<file path="src/verilog/sid_defs.svh">
// Purpose: Constants of the status indicator driver.
// Assumes: Included by the package and by sid_top; sid_blink does not include it.
// Notes: Offsets, fields, reset values and timing counts.
`ifndef SID_DEFS_SVH
`define SID_DEFS_SVH
`define SID_CLK_MHZ 200
`define SID_BLINK_MS 250
`define SID_BLINK_CYC (`SID_BLINK_MS * 1000 * `SID_CLK_MHZ)
`define SID_NCH 16
`define SID_ADDR_CTRL 8'h00
`define SID_ADDR_SAFE 8'h04
`define SID_ADDR_DIR 8'h08
`define SID_ADDR_OUT 8'h0C
`define SID_ADDR_STAT 8'h10
`define SID_ADDR_LEDS 8'h14
`define SID_CTRL_RDY_BIT 0
`define SID_CTRL_FWU_BIT 1
`define SID_CTRL_SELF_BIT 2
`define SID_CTRL_CFG_BIT 3
`define SID_CTRL_RERR_BIT 4
`define SID_CTRL_UERR_BIT 5
`define SID_CTRL_RST 32'h0000_0000
`define SID_SAFE_RST 32'h0000_0000
`define SID_DIR_RST 32'h0000_0000
`define SID_OUT_RST 32'h0000_0000
`endif

</file>
<file path="src/verilog/sid_pkg.sv">
// Purpose: Types of the status indicator driver.
// Assumes: sid_defs.svh holds the numbers.
// Notes: LED colours and status carriers.
`include "sid_defs.svh"
package sid_pkg;
    typedef enum logic [1:0] {
        SID_OFF = 2'b00,
        SID_GRN = 2'b01,
        SID_YEL = 2'b10,
        SID_RED = 2'b11
    } sid_color_e;
    typedef struct packed {
        logic [1:0] link;
        logic [1:0] act;
    } sid_port_s;
    typedef struct packed {
        logic us_ok;
        logic us_bad_volt;
        logic us_overload;
        logic ua_ok;
        logic temp_crit;
        logic sw_invalid;
    } sid_supply_s;
    typedef struct packed {
        logic conn_any;
        logic eo_timeout;
        logic ip_cfg;
        logic acd_conflict;
        logic manual_addr;
    } sid_net_s;
endpackage

</file>
<file path="src/verilog/sid_top.sv">
// Purpose: Front-panel status indicator driver with AHB-Lite registers.
// Assumes: Status inputs synchronous to CLK_SYS; one OKAY slave.
// Notes: Two-bit LED codes: 0 off, 1 green, 2 yellow, 3 red.
`timescale 1ns/10ps
`default_nettype none
`include "sid_defs.svh"
module sid_top #(
    parameter int NCH = `SID_NCH,
    parameter int BLINK_HALF_CYC = `SID_BLINK_CYC
) (
    input wire logic CLK_SYS,
    input wire logic RST_N,
    input wire logic HSEL,
    input wire logic [31:0] HADDR,
    input wire logic [1:0] HTRANS,
    input wire logic HWRITE,
    input wire logic [2:0] HSIZE,
    input wire logic [31:0] HWDATA,
    input wire logic HREADY,
    output logic [31:0] HRDATA,
    output logic HREADYOUT,
    output logic HRESP,
    input wire sid_pkg::sid_port_s PORT_STAT,
    input wire sid_pkg::sid_supply_s SUPPLY_STAT,
    input wire sid_pkg::sid_net_s NET_STAT,
    input wire logic [NCH-1:0] CH_IN,
    input wire logic [NCH-1:0] CH_FAULT,
    output logic [1:0] PORT_LINK_LED,
    output logic [1:0] PORT_ACTIVITY_LED,
    output logic [1:0] RDY_LED,
    output logic [1:0] NET_LED,
    output logic [1:0] MOD_LED,
    output logic [1:0] SENSOR_SUPPLY_LED,
    output logic ACTUATOR_SUPPLY_LED,
    output logic [2*NCH-1:0] IO_CHANNELS,
    output logic [NCH-1:0] CH_OUT,
    output logic IP_SUPPRESS
);
    import sid_pkg::*;

    if (NCH < 1 || NCH > 32) begin : g_bad_nch
        $error("NCH must lie between 1 and 32.");
    end
    if (BLINK_HALF_CYC < 1) begin : g_bad_blink
        $error("BLINK_HALF_CYC must be at least one.");
    end

    // Bus slave state.
    logic [31:0] ctrl_q;
    logic [31:0] safe_q;
    logic [31:0] dir_q;
    logic [31:0] out_q;
    logic wr_pend_q;
    logic [7:0] wr_addr_q;
    logic [31:0] rdata_q;
    logic blink;
    logic timeout_seen_q;

    function automatic logic is_addr(input logic [31:0] a, input logic [7:0] off);
        is_addr = (a[7:0] == off) && (a[31:8] == 24'h00_0000);
    endfunction

    function automatic logic [1:0] flash(input logic ph, input logic [1:0] on_c, input logic [1:0] off_c);
        flash = ph ? on_c : off_c;
    endfunction

    logic take;
    assign take = HSEL && HREADY && HTRANS[1];
    assign HREADYOUT = 1'b1;
    assign HRESP = 1'b0;

    always_ff @(posedge CLK_SYS or negedge RST_N) begin
        if (!RST_N) begin
            wr_pend_q <= 1'b0;
            wr_addr_q <= 8'h00;
        end else begin
            wr_pend_q <= take && HWRITE && (HADDR[31:8] == 24'h00_0000);
            wr_addr_q <= HADDR[7:0];
        end
    end

    always_ff @(posedge CLK_SYS or negedge RST_N) begin
        if (!RST_N) begin
            ctrl_q <= `SID_CTRL_RST;
            safe_q <= `SID_SAFE_RST;
            dir_q <= `SID_DIR_RST;
            out_q <= `SID_OUT_RST;
        end else if (wr_pend_q) begin
            case (wr_addr_q)
                `SID_ADDR_CTRL: begin
                    ctrl_q <= HWDATA;
                end
                `SID_ADDR_SAFE: begin
                    safe_q <= HWDATA;
                end
                `SID_ADDR_DIR: begin
                    dir_q <= HWDATA;
                end
                `SID_ADDR_OUT: begin
                    out_q <= HWDATA;
                end
                default: begin
                end
            endcase
        end
    end

    logic [31:0] stat_word;
    logic [31:0] led_word;
    assign stat_word = {20'h0_0000, 4'(PORT_STAT), timeout_seen_q, 7'(NET_STAT)};

    always_ff @(posedge CLK_SYS or negedge RST_N) begin
        if (!RST_N) begin
            rdata_q <= 32'h0000_0000;
        end else if (take && !HWRITE) begin
            if (is_addr(HADDR, `SID_ADDR_CTRL)) begin
                rdata_q <= ctrl_q;
            end else if (is_addr(HADDR, `SID_ADDR_SAFE)) begin
                rdata_q <= safe_q;
            end else if (is_addr(HADDR, `SID_ADDR_DIR)) begin
                rdata_q <= dir_q;
            end else if (is_addr(HADDR, `SID_ADDR_OUT)) begin
                rdata_q <= out_q;
            end else if (is_addr(HADDR, `SID_ADDR_STAT)) begin
                rdata_q <= stat_word;
            end else if (is_addr(HADDR, `SID_ADDR_LEDS)) begin
                rdata_q <= led_word;
            end else begin
                rdata_q <= 32'h0000_0000;
            end
        end
    end
    assign HRDATA = rdata_q;

    // Control bits.
    logic ready;
    logic fw_update;
    logic self_test;
    logic configured;
    logic rec_err;
    logic unrec_err;
    assign ready = ctrl_q[`SID_CTRL_RDY_BIT];
    assign fw_update = ctrl_q[`SID_CTRL_FWU_BIT];
    assign self_test = ctrl_q[`SID_CTRL_SELF_BIT];
    assign configured = ctrl_q[`SID_CTRL_CFG_BIT];
    assign rec_err = ctrl_q[`SID_CTRL_RERR_BIT];
    assign unrec_err = ctrl_q[`SID_CTRL_UERR_BIT];

    sid_blink #(
        .HALF_CYC(BLINK_HALF_CYC)
    ) u_blink (
        .clk(CLK_SYS),
        .rst_n(RST_N),
        .phase(blink)
    );

    // Timeout latches until the next connection is made.
    always_ff @(posedge CLK_SYS or negedge RST_N) begin
        if (!RST_N) begin
            timeout_seen_q <= 1'b0;
        end else if (NET_STAT.eo_timeout) begin
            timeout_seen_q <= 1'b1;
        end else if (NET_STAT.conn_any) begin
            timeout_seen_q <= 1'b0;
        end
    end

    logic [1:0] rdy_d;
    logic [1:0] net_d;
    logic [1:0] mod_d;
    logic [1:0] us_d;
    logic [2*NCH-1:0] ch_led_d;
    logic [NCH-1:0] ch_out_d;
    logic ip_sup_d;
    logic supply_fault;
    logic timed_out;
    assign supply_fault = SUPPLY_STAT.us_bad_volt || SUPPLY_STAT.temp_crit || SUPPLY_STAT.us_overload;
    assign timed_out = NET_STAT.eo_timeout || timeout_seen_q;

    always_comb begin
        rdy_d = SID_OFF;
        if (ready) begin
            if (SUPPLY_STAT.sw_invalid) begin
                rdy_d = SID_RED;
            end else if (supply_fault) begin
                rdy_d = flash(blink, SID_YEL, SID_GRN);
            end else if (fw_update) begin
                rdy_d = flash(blink, SID_YEL, SID_OFF);
            end else begin
                rdy_d = SID_GRN;
            end
        end
    end

    always_comb begin
        net_d = SID_OFF;
        ip_sup_d = NET_STAT.acd_conflict && NET_STAT.manual_addr;
        if (ready) begin
            if (self_test) begin
                net_d = flash(blink, SID_RED, SID_GRN);
            end else if (NET_STAT.acd_conflict) begin
                net_d = SID_RED;
            end else if (timed_out) begin
                net_d = flash(blink, SID_RED, SID_OFF);
            end else if (NET_STAT.conn_any) begin
                net_d = SID_GRN;
            end else if (NET_STAT.ip_cfg) begin
                net_d = flash(blink, SID_GRN, SID_OFF);
            end
        end
    end

    always_comb begin
        mod_d = SID_OFF;
        if (ready) begin
            if (self_test) begin
                mod_d = flash(blink, SID_RED, SID_GRN);
            end else if (unrec_err) begin
                mod_d = flash(blink, SID_RED, SID_OFF);
            end else if (rec_err) begin
                mod_d = SID_RED;
            end else if (!configured) begin
                mod_d = flash(blink, SID_GRN, SID_OFF);
            end else begin
                mod_d = SID_GRN;
            end
        end
    end

    always_comb begin
        if (SUPPLY_STAT.us_overload) begin
            us_d = SID_RED;
        end else if (SUPPLY_STAT.us_ok) begin
            us_d = SID_GRN;
        end else begin
            us_d = SID_OFF;
        end
    end

    // Bit b of byte k drives LED pair at index 8*k+b.
    genvar gi;
    generate
        for (gi = 0; gi < NCH; gi++) begin : g_ch
            always_comb begin
                ch_out_d[gi] = timed_out ? safe_q[gi] : out_q[gi];
                if (!dir_q[gi]) begin
                    ch_led_d[2*gi+1:2*gi] = CH_IN[gi] ? SID_YEL : SID_OFF;
                end else if (CH_FAULT[gi]) begin
                    ch_led_d[2*gi+1:2*gi] = SID_RED;
                end else begin
                    ch_led_d[2*gi+1:2*gi] = ch_out_d[gi] ? SID_YEL : SID_OFF;
                end
            end
        end
    endgenerate

    always_ff @(posedge CLK_SYS or negedge RST_N) begin
        if (!RST_N) begin
            PORT_LINK_LED <= 2'h0;
            PORT_ACTIVITY_LED <= 2'h0;
            ACTUATOR_SUPPLY_LED <= 1'b0;
        end else begin
            PORT_LINK_LED <= PORT_STAT.link;
            PORT_ACTIVITY_LED <= PORT_STAT.act;
            ACTUATOR_SUPPLY_LED <= SUPPLY_STAT.ua_ok;
        end
    end

    always_ff @(posedge CLK_SYS or negedge RST_N) begin
        if (!RST_N) begin
            SENSOR_SUPPLY_LED <= 2'h0;
        end else begin
            SENSOR_SUPPLY_LED <= us_d;
        end
    end

    always_ff @(posedge CLK_SYS or negedge RST_N) begin
        if (!RST_N) begin
            RDY_LED <= 2'h0;
            NET_LED <= 2'h0;
            MOD_LED <= 2'h0;
        end else begin
            RDY_LED <= rdy_d;
            NET_LED <= net_d;
            MOD_LED <= mod_d;
        end
    end

    always_ff @(posedge CLK_SYS or negedge RST_N) begin
        if (!RST_N) begin
            IP_SUPPRESS <= 1'b0;
        end else begin
            IP_SUPPRESS <= ip_sup_d;
        end
    end

    always_ff @(posedge CLK_SYS or negedge RST_N) begin
        if (!RST_N) begin
            IO_CHANNELS <= '0;
        end else begin
            IO_CHANNELS <= ch_led_d;
        end
    end

    always_ff @(posedge CLK_SYS or negedge RST_N) begin
        if (!RST_N) begin
            CH_OUT <= '0;
        end else begin
            CH_OUT <= ch_out_d;
        end
    end

    assign led_word = {16'h0000, 2'h0, ACTUATOR_SUPPLY_LED, 1'b0, SENSOR_SUPPLY_LED, MOD_LED, NET_LED,
                       RDY_LED, PORT_ACTIVITY_LED, PORT_LINK_LED};
endmodule
`default_nettype wire

</file>
<file path="src/verilog/sid_blink.sv">
// Purpose: Common blink phase for all flashing patterns.
// Assumes: One clock, asynchronous active-low reset.
// Notes: Phase toggles every HALF_CYC cycles.
`timescale 1ns/10ps
`default_nettype none
module sid_blink #(
    parameter int HALF_CYC = 1000
) (
    input wire logic clk,
    input wire logic rst_n,
    output logic phase
);
    logic [31:0] cnt_q;
    logic phase_q;
    if (HALF_CYC < 1) begin : g_bad_half
        $error("HALF_CYC must be at least one.");
    end
    always_ff @(posedge clk or negedge rst_n) begin
        if (!rst_n) begin
            cnt_q <= 32'h0000_0000;
            phase_q <= 1'b0;
        end else if (cnt_q >= 32'(HALF_CYC - 1)) begin
            cnt_q <= 32'h0000_0000;
            phase_q <= ~phase_q;
        end else begin
            cnt_q <= cnt_q + 32'h0000_0001;
        end
    end
    assign phase = phase_q;
endmodule
`default_nettype wire

</file>
<file path="config.mk">
export PLATFORM = sky130hd
export DESIGN_NAME = sid_top
export DESIGN_NICKNAME = d
export VERILOG_FILES = /design/src/verilog/sid_pkg.sv /design/src/verilog/sid_top.sv /design/src/verilog/sid_blink.sv
export VERILOG_INCLUDE_DIRS = /design/src /design/src/verilog
export SDC_FILE = /design/constraint.sdc
export NUM_CORES = 1
export LEC_CHECK = 0
export BUFFER_PORTS_ARGS = -buffer_cell sky130_fd_sc_hd__buf_2
export CORE_MARGIN = 2
export CORE_UTILIZATION = 27
export DETAILED_ROUTE_END_ITERATION = 6
export PLACE_DENSITY = 0.5
export SLEW_MARGIN = 5
export SYNTH_ARGS = -nofsm -noshare
export SYNTH_HDL_FRONTEND = slang
export SYNTH_HIERARCHICAL = 1
export SYNTH_SLANG_ARGS = --single-unit
</file>
<file path="constraint.sdc">
create_clock -name CLK_SYS -period 2.95 [get_ports CLK_SYS]
set_input_delay 0.1475 -clock CLK_SYS [delete_from_list [all_inputs] [get_ports CLK_SYS]]
set_output_delay 0.1475 -clock CLK_SYS [all_outputs]
set_load 0.005 [all_outputs]
</file>
==> summary.md, run 1 <==
| Metric | Value |
|---|---|
| Status | `completed` |
| Peak fanout along the critical path | `16` |
| Setup_tns | `0 ns` |
| Commonest non-fill, non-tap cell in the layout | `dfrtp_1` |
| CP Cell Sequence | `or4b_1 > nor4_4 > nor3b_4 > buf_4 > mux2_2` |
| ANT nets after route | `0` |
| Worst Hold Class | `in2reg` |
| WP data arrival | `2.81 ns` |
| Pwr dens | `547 mW/mm^2` |
| Initial drt markers | `286` |
| Final Instance Area | `0.0147 sq mm` |
| Final Skew | `0.0100 ns` |
| Hold EP | `HRDATA[28]$_DFFE_PN0P_` |
| All-Layer GR Usage | `0.140` |
| Fmax | `422 MHz` |
| Synth Area in Adders | `0.00112` |
| PnR Total Power | `8.06 mW` |
| P&R area growth vs syn | `31.9%` |
| Core area | `0.0408 sq mm` |
| Row count | `74` |
| Fin crit share | `0.802` |
| Worst ir drop on vdd | `between 0.0003 and 0.0004 V` |
| Mapped cell area | `0.0112 sq mm` |
| Pleak | `around 6.7 nW` |
| IO buf count | `210` |
| # nets final | `roughly 1300` |
| Vias per cell | `between 4 and 5` |
| Largest family of logic cells by synthesized area | `multiplexers` |
| Mapped Avg Cell Area | `13.1 sq um` |
| Complex-gate fraction of the synthesized area | `0.0846` |
| Synth Warn # | `6` |
| # IOs | `around 220` |
| Worst Reg2Reg Path Length in Cells | `5` |
| Htree depth | `1` |
| Simple-Gate Fraction of Synth Area | `0.0892` |
| R2r startpoint | `wr_addr_q[4]$_DFF_PN0_` |
| DRT Pass-1 Iters | `4` |
| Largest net degree at the start of global routing | `69` |
| Antenna violations before repair | `3` |
| Die W | `approximately 210 um` |
| Routed vias | `7966` |
| Vias in the first global route | `8293` |
| Max cap viols | `0` |
| Drt drc | `0` |
| Number of flops mapped to enable cells by yosys | `0` |
| Crit path largest cell delay | `~0.57 ns` |
| RSZ-0062 raised after global routing | `false` |
| Final min period | `between 2 and 2.5 ns` |
| Post-CTS setup buffer count | `0` |
| Seq/Total Area, Yosys | `0.593` |
| Clk_lat worst skew | `0.56 ns` |
| Count of cell types in the netlist | `54` |
| Final WL | `30400 um` |
| Hold_buf cts | `92` |
| Worst Setup End Kind | `register` |
| Layout cells sized above 1 | `0.373` |
| Asr flop ratio synth | `1.00` |
| WP depth | `5` |
| Min-Delay Path Depth | `4` |
| Slowest-stage cell, CP | `or4b_1` |
| DP HPWL | `20000 um` |
| Worst EP required | `3.40 ns` |
| Post-layout util | `0.361` |
| Die Y | `207 um` |
| Hold slack | `0.0360 ns` |
| Clock sinks | `265` |
| Remaining global-route overflow | `0` |
| Worst R2R End | `ctrl_q[6]$_DFFE_PN0P_` |
| Clock buffer depth | `3` |
| Total CTS buffers | `30` |
| Least-Margin Pin Slew | `0.944 ns` |
| Slew Limit Fails | `0` |
| Starting Density | `0.274` |
| Cts repair resizes | `0` |
| Synth Area in XOR/XNOR | `0.00862` |
| Clock-pin slew on the worst setup and hold paths | `0.06 ns` |
| Final Hold Viols | `0` |
| R2R Setup Slk | `0.58 ns` |
| Die Footprint | `0.0430 sq mm` |
| Mux contribution to synthesized area | `0.199` |
| First-pass GRT wire length | `48000 um` |
| Dominant synthesized flop cell | `dfrtp_1` |
| Routability cong. | `0.744` |
| Critical path launch point type | `register` |
| Seq cells post-synth | `265` |
| Final setup fails | `0` |
| Most frequent cells in the layout | `dfrtp_1, buf_2, mux2_2` |
| Hold Path Origin | `HTRANS[1]` |
| Buf/Inv on CP | `1` |
| Drt wl/cell | `17.6 um` |
| CTS tree | `yes` |
| Slew Limit Headroom | `0.371` |
| Clock Tree Root | `clkbuf_16` |
| Cells after Synth | `about 860` |
| Post-DP Area | `0.0129 sq mm` |
| Critical path type | `reg2reg` |
| CP top delay family | `simple AND/OR/NAND/NOR gates` |
## layer usage
metal / up-vias / GRT usage / wire length [um]
li1: 3727 / - / -
met1: 4004 / 0.198 / 14400
met2: 199 / 0.220 / 13600
met3: 36 / 0.0324 / 1870
met4: 0 / 0.0286 / 458
met5: - / 0 / 0
## metrics by stage
stage / setup WS (ns) / std cells
after floorplan: 0.885 / 861
after global placement: 0.632 / 1578
after detailed placement: 0.599 / 1578
after CTS: 0.580 / 1719
after global routing: 0.484 / 1722
final: 0.583 / 1722
## sequential cells by signal, summed over array words and instances, names as in the netlist
register and flops:
IP_SUPPRESS 1, wr_addr_q 8, safe_q 32, u_blink/phase 1
ACTUATOR_SUPPLY_LED 1, ctrl_q 32, out_q 32, PORT_LINK_LED 2
wr_pend_q 1, dir_q 32, CH_OUT 16, PORT_ACTIVITY_LED 2
SENSOR_SUPPLY_LED 2, MOD_LED 2, HRDATA 32, RDY_LED 2
timeout_seen_q 1, IO_CHANNELS 32, u_blink/cnt_q 32, NET_LED 2
## power by group
group	internal, mW	switching [mW]	total (mW)
sequential	3.78	0.0876	3.87
combinational	0.354	0.330	0.684
clock	2.05	1.46	3.51
## cells by family (layout without fill, tap and decap cells)
family	count (synthesis)	after routing
AOI/OAI and AO/OA	151	151
xor gates and xnor gates	11	11
adders and majority gates	1	1
buffers and inverters	52	378
DFF	265	265
muxes	190	190
other	3	11
and+or+nand+nor	183	183
## cells in the mapped netlist (2+ instances only)
library cell | n | area [sq um]
nor2_1 | 54 | 203
buf_4 | 2 | 15.0
mux2i_1 | 32 | 320
and4_1 | 4 | 35.0
nor4_1 | 6 | 37.5
nand2b_1 | 2 | 12.5
mux2_2 | 147 | 1660
a221oi_1 | 3 | 26.3
a211o_1 | 18 | 158
o31ai_1 | 8 | 60.1
or4_1 | 10 | 75.1
nand2_1 | 39 | 146
nand3_1 | 12 | 60.1
nand4_1 | 5 | 31.3
inv_1 | 7 | 26.3
nand3b_1 | 6 | 45.0
conb_1 | 3 | 11.3
buf_6 | 5 | 56.3
xor2_1 | 10 | 87.6
or3_1 | 7 | 43.8
o21ai_0 | 58 | 290
a211oi_1 | 3 | 22.5
clkbuf_1 | 21 | 78.8
o22ai_1 | 18 | 113
mux4_2 | 11 | 248
a21oi_1 | 31 | 155
and2_1 | 19 | 119
buf_2 | 13 | 65.1
o21a_1 | 3 | 22.5
dfrtp_1 | 265 | 6630
a21boi_0 | 3 | 22.5
nor3_1 | 5 | 25.0
nor4_4 | 2 | 42.5
buf_1 | 4 | 15.0
## worst reg2reg max path: stages (launching register included)
cell and delay [ns]:
dfrtp_1 0.36, or4b_1 0.57, nor4_4 0.34, nor3b_4 0.27
buf_4 0.33, mux2_2 0.38
## worst max path at each step
stage | start | end | slack [ns]
4_1_cts | wr_addr_q[4]$_DFF_PN0_ | ctrl_q[14]$_DFFE_PN0P_ | 0.58
6_report | wr_addr_q[4]$_DFF_PN0_ | ctrl_q[6]$_DFFE_PN0P_ | 0.58
3_5_place_dp | wr_addr_q[4]$_DFF_PN0_ | ctrl_q[6]$_DFFE_PN0P_ | 0.60
2_1_floorplan | wr_addr_q[4]$_DFF_PN0_ | ctrl_q[10]$_DFFE_PN0P_ | 0.89
3_3_place_gp | wr_addr_q[4]$_DFF_PN0_ | ctrl_q[15]$_DFFE_PN0P_ | 0.63
5_1_grt | wr_addr_q[4]$_DFF_PN0_ | ctrl_q[7]$_DFFE_PN0P_ | 0.48
## final cells by class
class / instances / area, sq um
Clock buffer: 46 / 892
Antenna cell: 3 / 7.51
Clock inverter: 3 / 17.5
Tap cell: 532 / 666
Multi-Input combinational cell: 544 / 4310
Sequential cell: 265 / 6630
Inverter: 7 / 26.3
Fill cell: 4000 / 26100
Timing Repair Buffer: 322 / 2180
Power figures use the tool's default switching activity.
==> inputs of run 2 (changes only) <==
==> constraint.sdc (replaced) <==
create_clock -name CLK_SYS -period 2.25 [get_ports CLK_SYS]
set_input_delay 0.1125 -clock CLK_SYS [delete_from_list [all_inputs] [get_ports CLK_SYS]]
set_output_delay 0.1125 -clock CLK_SYS [all_outputs]
set_load 0.005 [all_outputs]
==> run 2 against run 1 <==
Against the previous run:
- global-route usage about the same
- power grew 38%
- clock power is 45% higher
- flip-flop and latch count is the same
- critical path depth increased by 2
- final cell count is 1.3% higher
- cell area is 2.6% higher
- maximum frequency is 11% higher
- worst setup slack got worse by 0.46 ns
- first-iteration DRC count up 35%
- critical path type unchanged
- largest cell class unchanged
- highest routed layer is now met5
==> summary.md, run 2 (synthesized netlist as in run 1, its figures left out) <==
| Metric | Value |
|---|---|
| Slew Limit Fails | `0` |
| Htree depth | `1` |
| Post-layout util | `0.370` |
| Peak fanout along the critical path | `11` |
| Largest net degree at the start of global routing | `72` |
| Net Sw Frac | `0.234` |
| Worst ir drop on vdd | `0.000551 V` |
| Clock-pin slew on the worst setup and hold paths | `0.06 ns` |
| Antenna violations before repair | `3` |
| Critical path type | `reg2reg` |
| Clock buffer depth | `3` |
| Final Skew | `between 0.02 and 0.025 ns` |
| First-pass GRT wire length | `48300 um` |
| Vias in the first global route | `8348` |
| Slew Limit Headroom | `0.351` |
| Clock Tree Root | `clkbuf_16` |
| Buf/Inv on CP | `3` |
| Status | `completed` |
| Sw Pwr | `2.59 mW` |
| Most frequent cells in the layout | `dfrtp_1, buf_2, mux2_2` |
| Crit path largest cell delay | `about 0.54 ns` |
| Remaining global-route overflow | `0` |
| Core area | `0.0408 sq mm` |
| # IOs | `217` |
| Starting Density | `0.274` |
| Critical path launch point type | `register` |
| Setup_tns | `0 ns` |
| Routability cong. | `0.720` |
| Layout cells sized above 1 | `0.394` |
| Final WL | `roughly 31000 um` |
| Die W | `207 um` |
| Die Y | `207 um` |
| Hold slack | `0.0326 ns` |
| Commonest non-fill, non-tap cell in the layout | `dfrtp_1` |
| Slowest-stage cell, CP | `or4b_4` |
| Worst Hold Class | `in2reg` |
| Fin cells | `1745` |
| Row count | `74` |
| CP top delay family | `simple AND/OR/NAND/NOR gates` |
| Routed vias | `8020` |
| Placed cells | `1594` |
| Register share of total power | `0.458` |
| P&R area growth vs syn | `35.3%` |
| Die Footprint | `0.0430 sq mm` |
| CTS tree | `yes` |
| Total CTS buffers | `31` |
| Drt wl/cell | `approximately 18 um` |
| Pre-CTS setup slack | `0.0326 ns` |
| RSZ-0062 raised after global routing | `true` |
| Clock power frac | `0.460` |
| Combinational group share of total power | `0.083` |
| # diodes | `0` |
| Drt drc | `0` |
| Pwr dens | `733 mW/mm^2` |
| # nets final | `1312` |
| Clk_lat worst skew | `between 0.5 and 0.6 ns` |
| DRT Pass-1 Iters | `5` |
| Pleak | `6.87 nW` |
| Fmax | `469 MHz` |
| Final setup fails | `0` |
| DP HPWL | `20300 um` |
| Final min period | `2.13 ns` |
| Max cap viols | `0` |
| Worst Setup End Kind | `register` |
| CP Cell Sequence | `or4b_4 > nor4_4 > buf_4 > buf_4 > nand3_4 > clkbuf_16 > mux2_2` |
| Final Worst Setup Slack | `around 0.12 ns` |
| Initial drt markers | `387` |
| Clock sinks | `265` |
| Fin crit share | `0.947` |
| WP data arrival | `2.56 ns` |
| Final Hold Viols | `0` |
| IO buf count | `210` |
| Least-Margin Pin Slew | `0.974 ns` |
| Most frequent CP cell | `buf_4` |
| Vias per cell | `4.60` |
| ANT nets after route | `0` |
| All-Layer GR Usage | `0.140` |
| Cell internal pwr | `8.49 mW` |
| Worst EP required | `2.68 ns` |
==> run 2: changes by cell type in the layout (fill, tap and decap cells not counted), moves of 2 or more <==
cell,before,now
buf_12,4,9
buf_4,16,28
inv_6,0,2
clkbuf_1,9,0
diode_2,3,0
clkinv_2,2,4
clkbuf_8,6,17
==> run 2: final cells by class <==
class | instances | area [sq um]
tap | 532 | 666
fill | 3998 | 25700
sequential | 265 | 6630
clock buffer | 48 | 1010
clock inverter | 8 | 52.6
multi-input combinational | 544 | 4320
timing repair buffer | 341 | 2410
inverter | 7 | 26.3
==> run 2: timing repair <==
action                                  4_1_cts  5_1_grt
cloned                                        0        1
endpoints found under the hold margin       353        0
setup buffers                                 1        0
endpoints found under the setup margin       23       34
resized for setup                             0        2
pin swaps                                     0        0
hold buffers                                 93        0
==> run 2: routing by layer <==
layer  GRT usage  vias up  share of wire
met5           0        -         0.0011
met2       0.220      195           0.45
met3      0.0309       38          0.058
met1       0.199     3997           0.48
met4      0.0298        6          0.014
li1            -     3784              -
==> run 2: power groups by stage <==
stage / clock network [mW] / logic [mW] / registers [mW]
after detailed placement: 0 / 0.794 / 5.16
after floorplan: 0 / 0.341 / 5.13
after global routing: 5.46 / 1.01 / 5.09
after CTS: 5.26 / 0.932 / 5.07
after global placement: 0 / 0.784 / 5.15
final: 5.09 / 0.915 / 5.07
==> run 2: path summary, 6_finish.rpt <==
kind,startpoint,to,slack (ns),cells past startpoint
min,NET_STAT[4],HRDATA[4]$_DFFE_PN0P_,0.03,5
min reg2reg,HRDATA[23]$_DFFE_PN0P_,HRDATA[23]$_DFFE_PN0P_,0.47,2
max in group asynchronous,RST_N,CH_OUT[14]$_DFF_PN0_,1.37,3
min in group asynchronous,RST_N,IO_CHANNELS[14]$_DFF_PN0_,0.09,2
max reg2reg,wr_addr_q[4]$_DFF_PN0_,out_q[29]$_DFFE_PN0P_,0.12,7
max,wr_addr_q[4]$_DFF_PN0_,out_q[29]$_DFFE_PN0P_,0.12,7
==> run 2: metrics by stage <==
step | power [mW] | cell area (sq um)
2_1_floorplan | 5.47 | 11200
3_3_place_gp | 5.94 | 13100
3_5_place_dp | 5.95 | 13100
4_1_cts | 11.3 | 15100
5_1_grt | 11.6 | 15100
6_report | 11.1 | 15100
==> run 2: tightest hold or removal path, stage by stage <==
cell and delay (ns):
buf_2 0.13, mux2i_1 0.11, o21ai_0 0.07, o21ai_0 0.06, o21ai_0 0.07
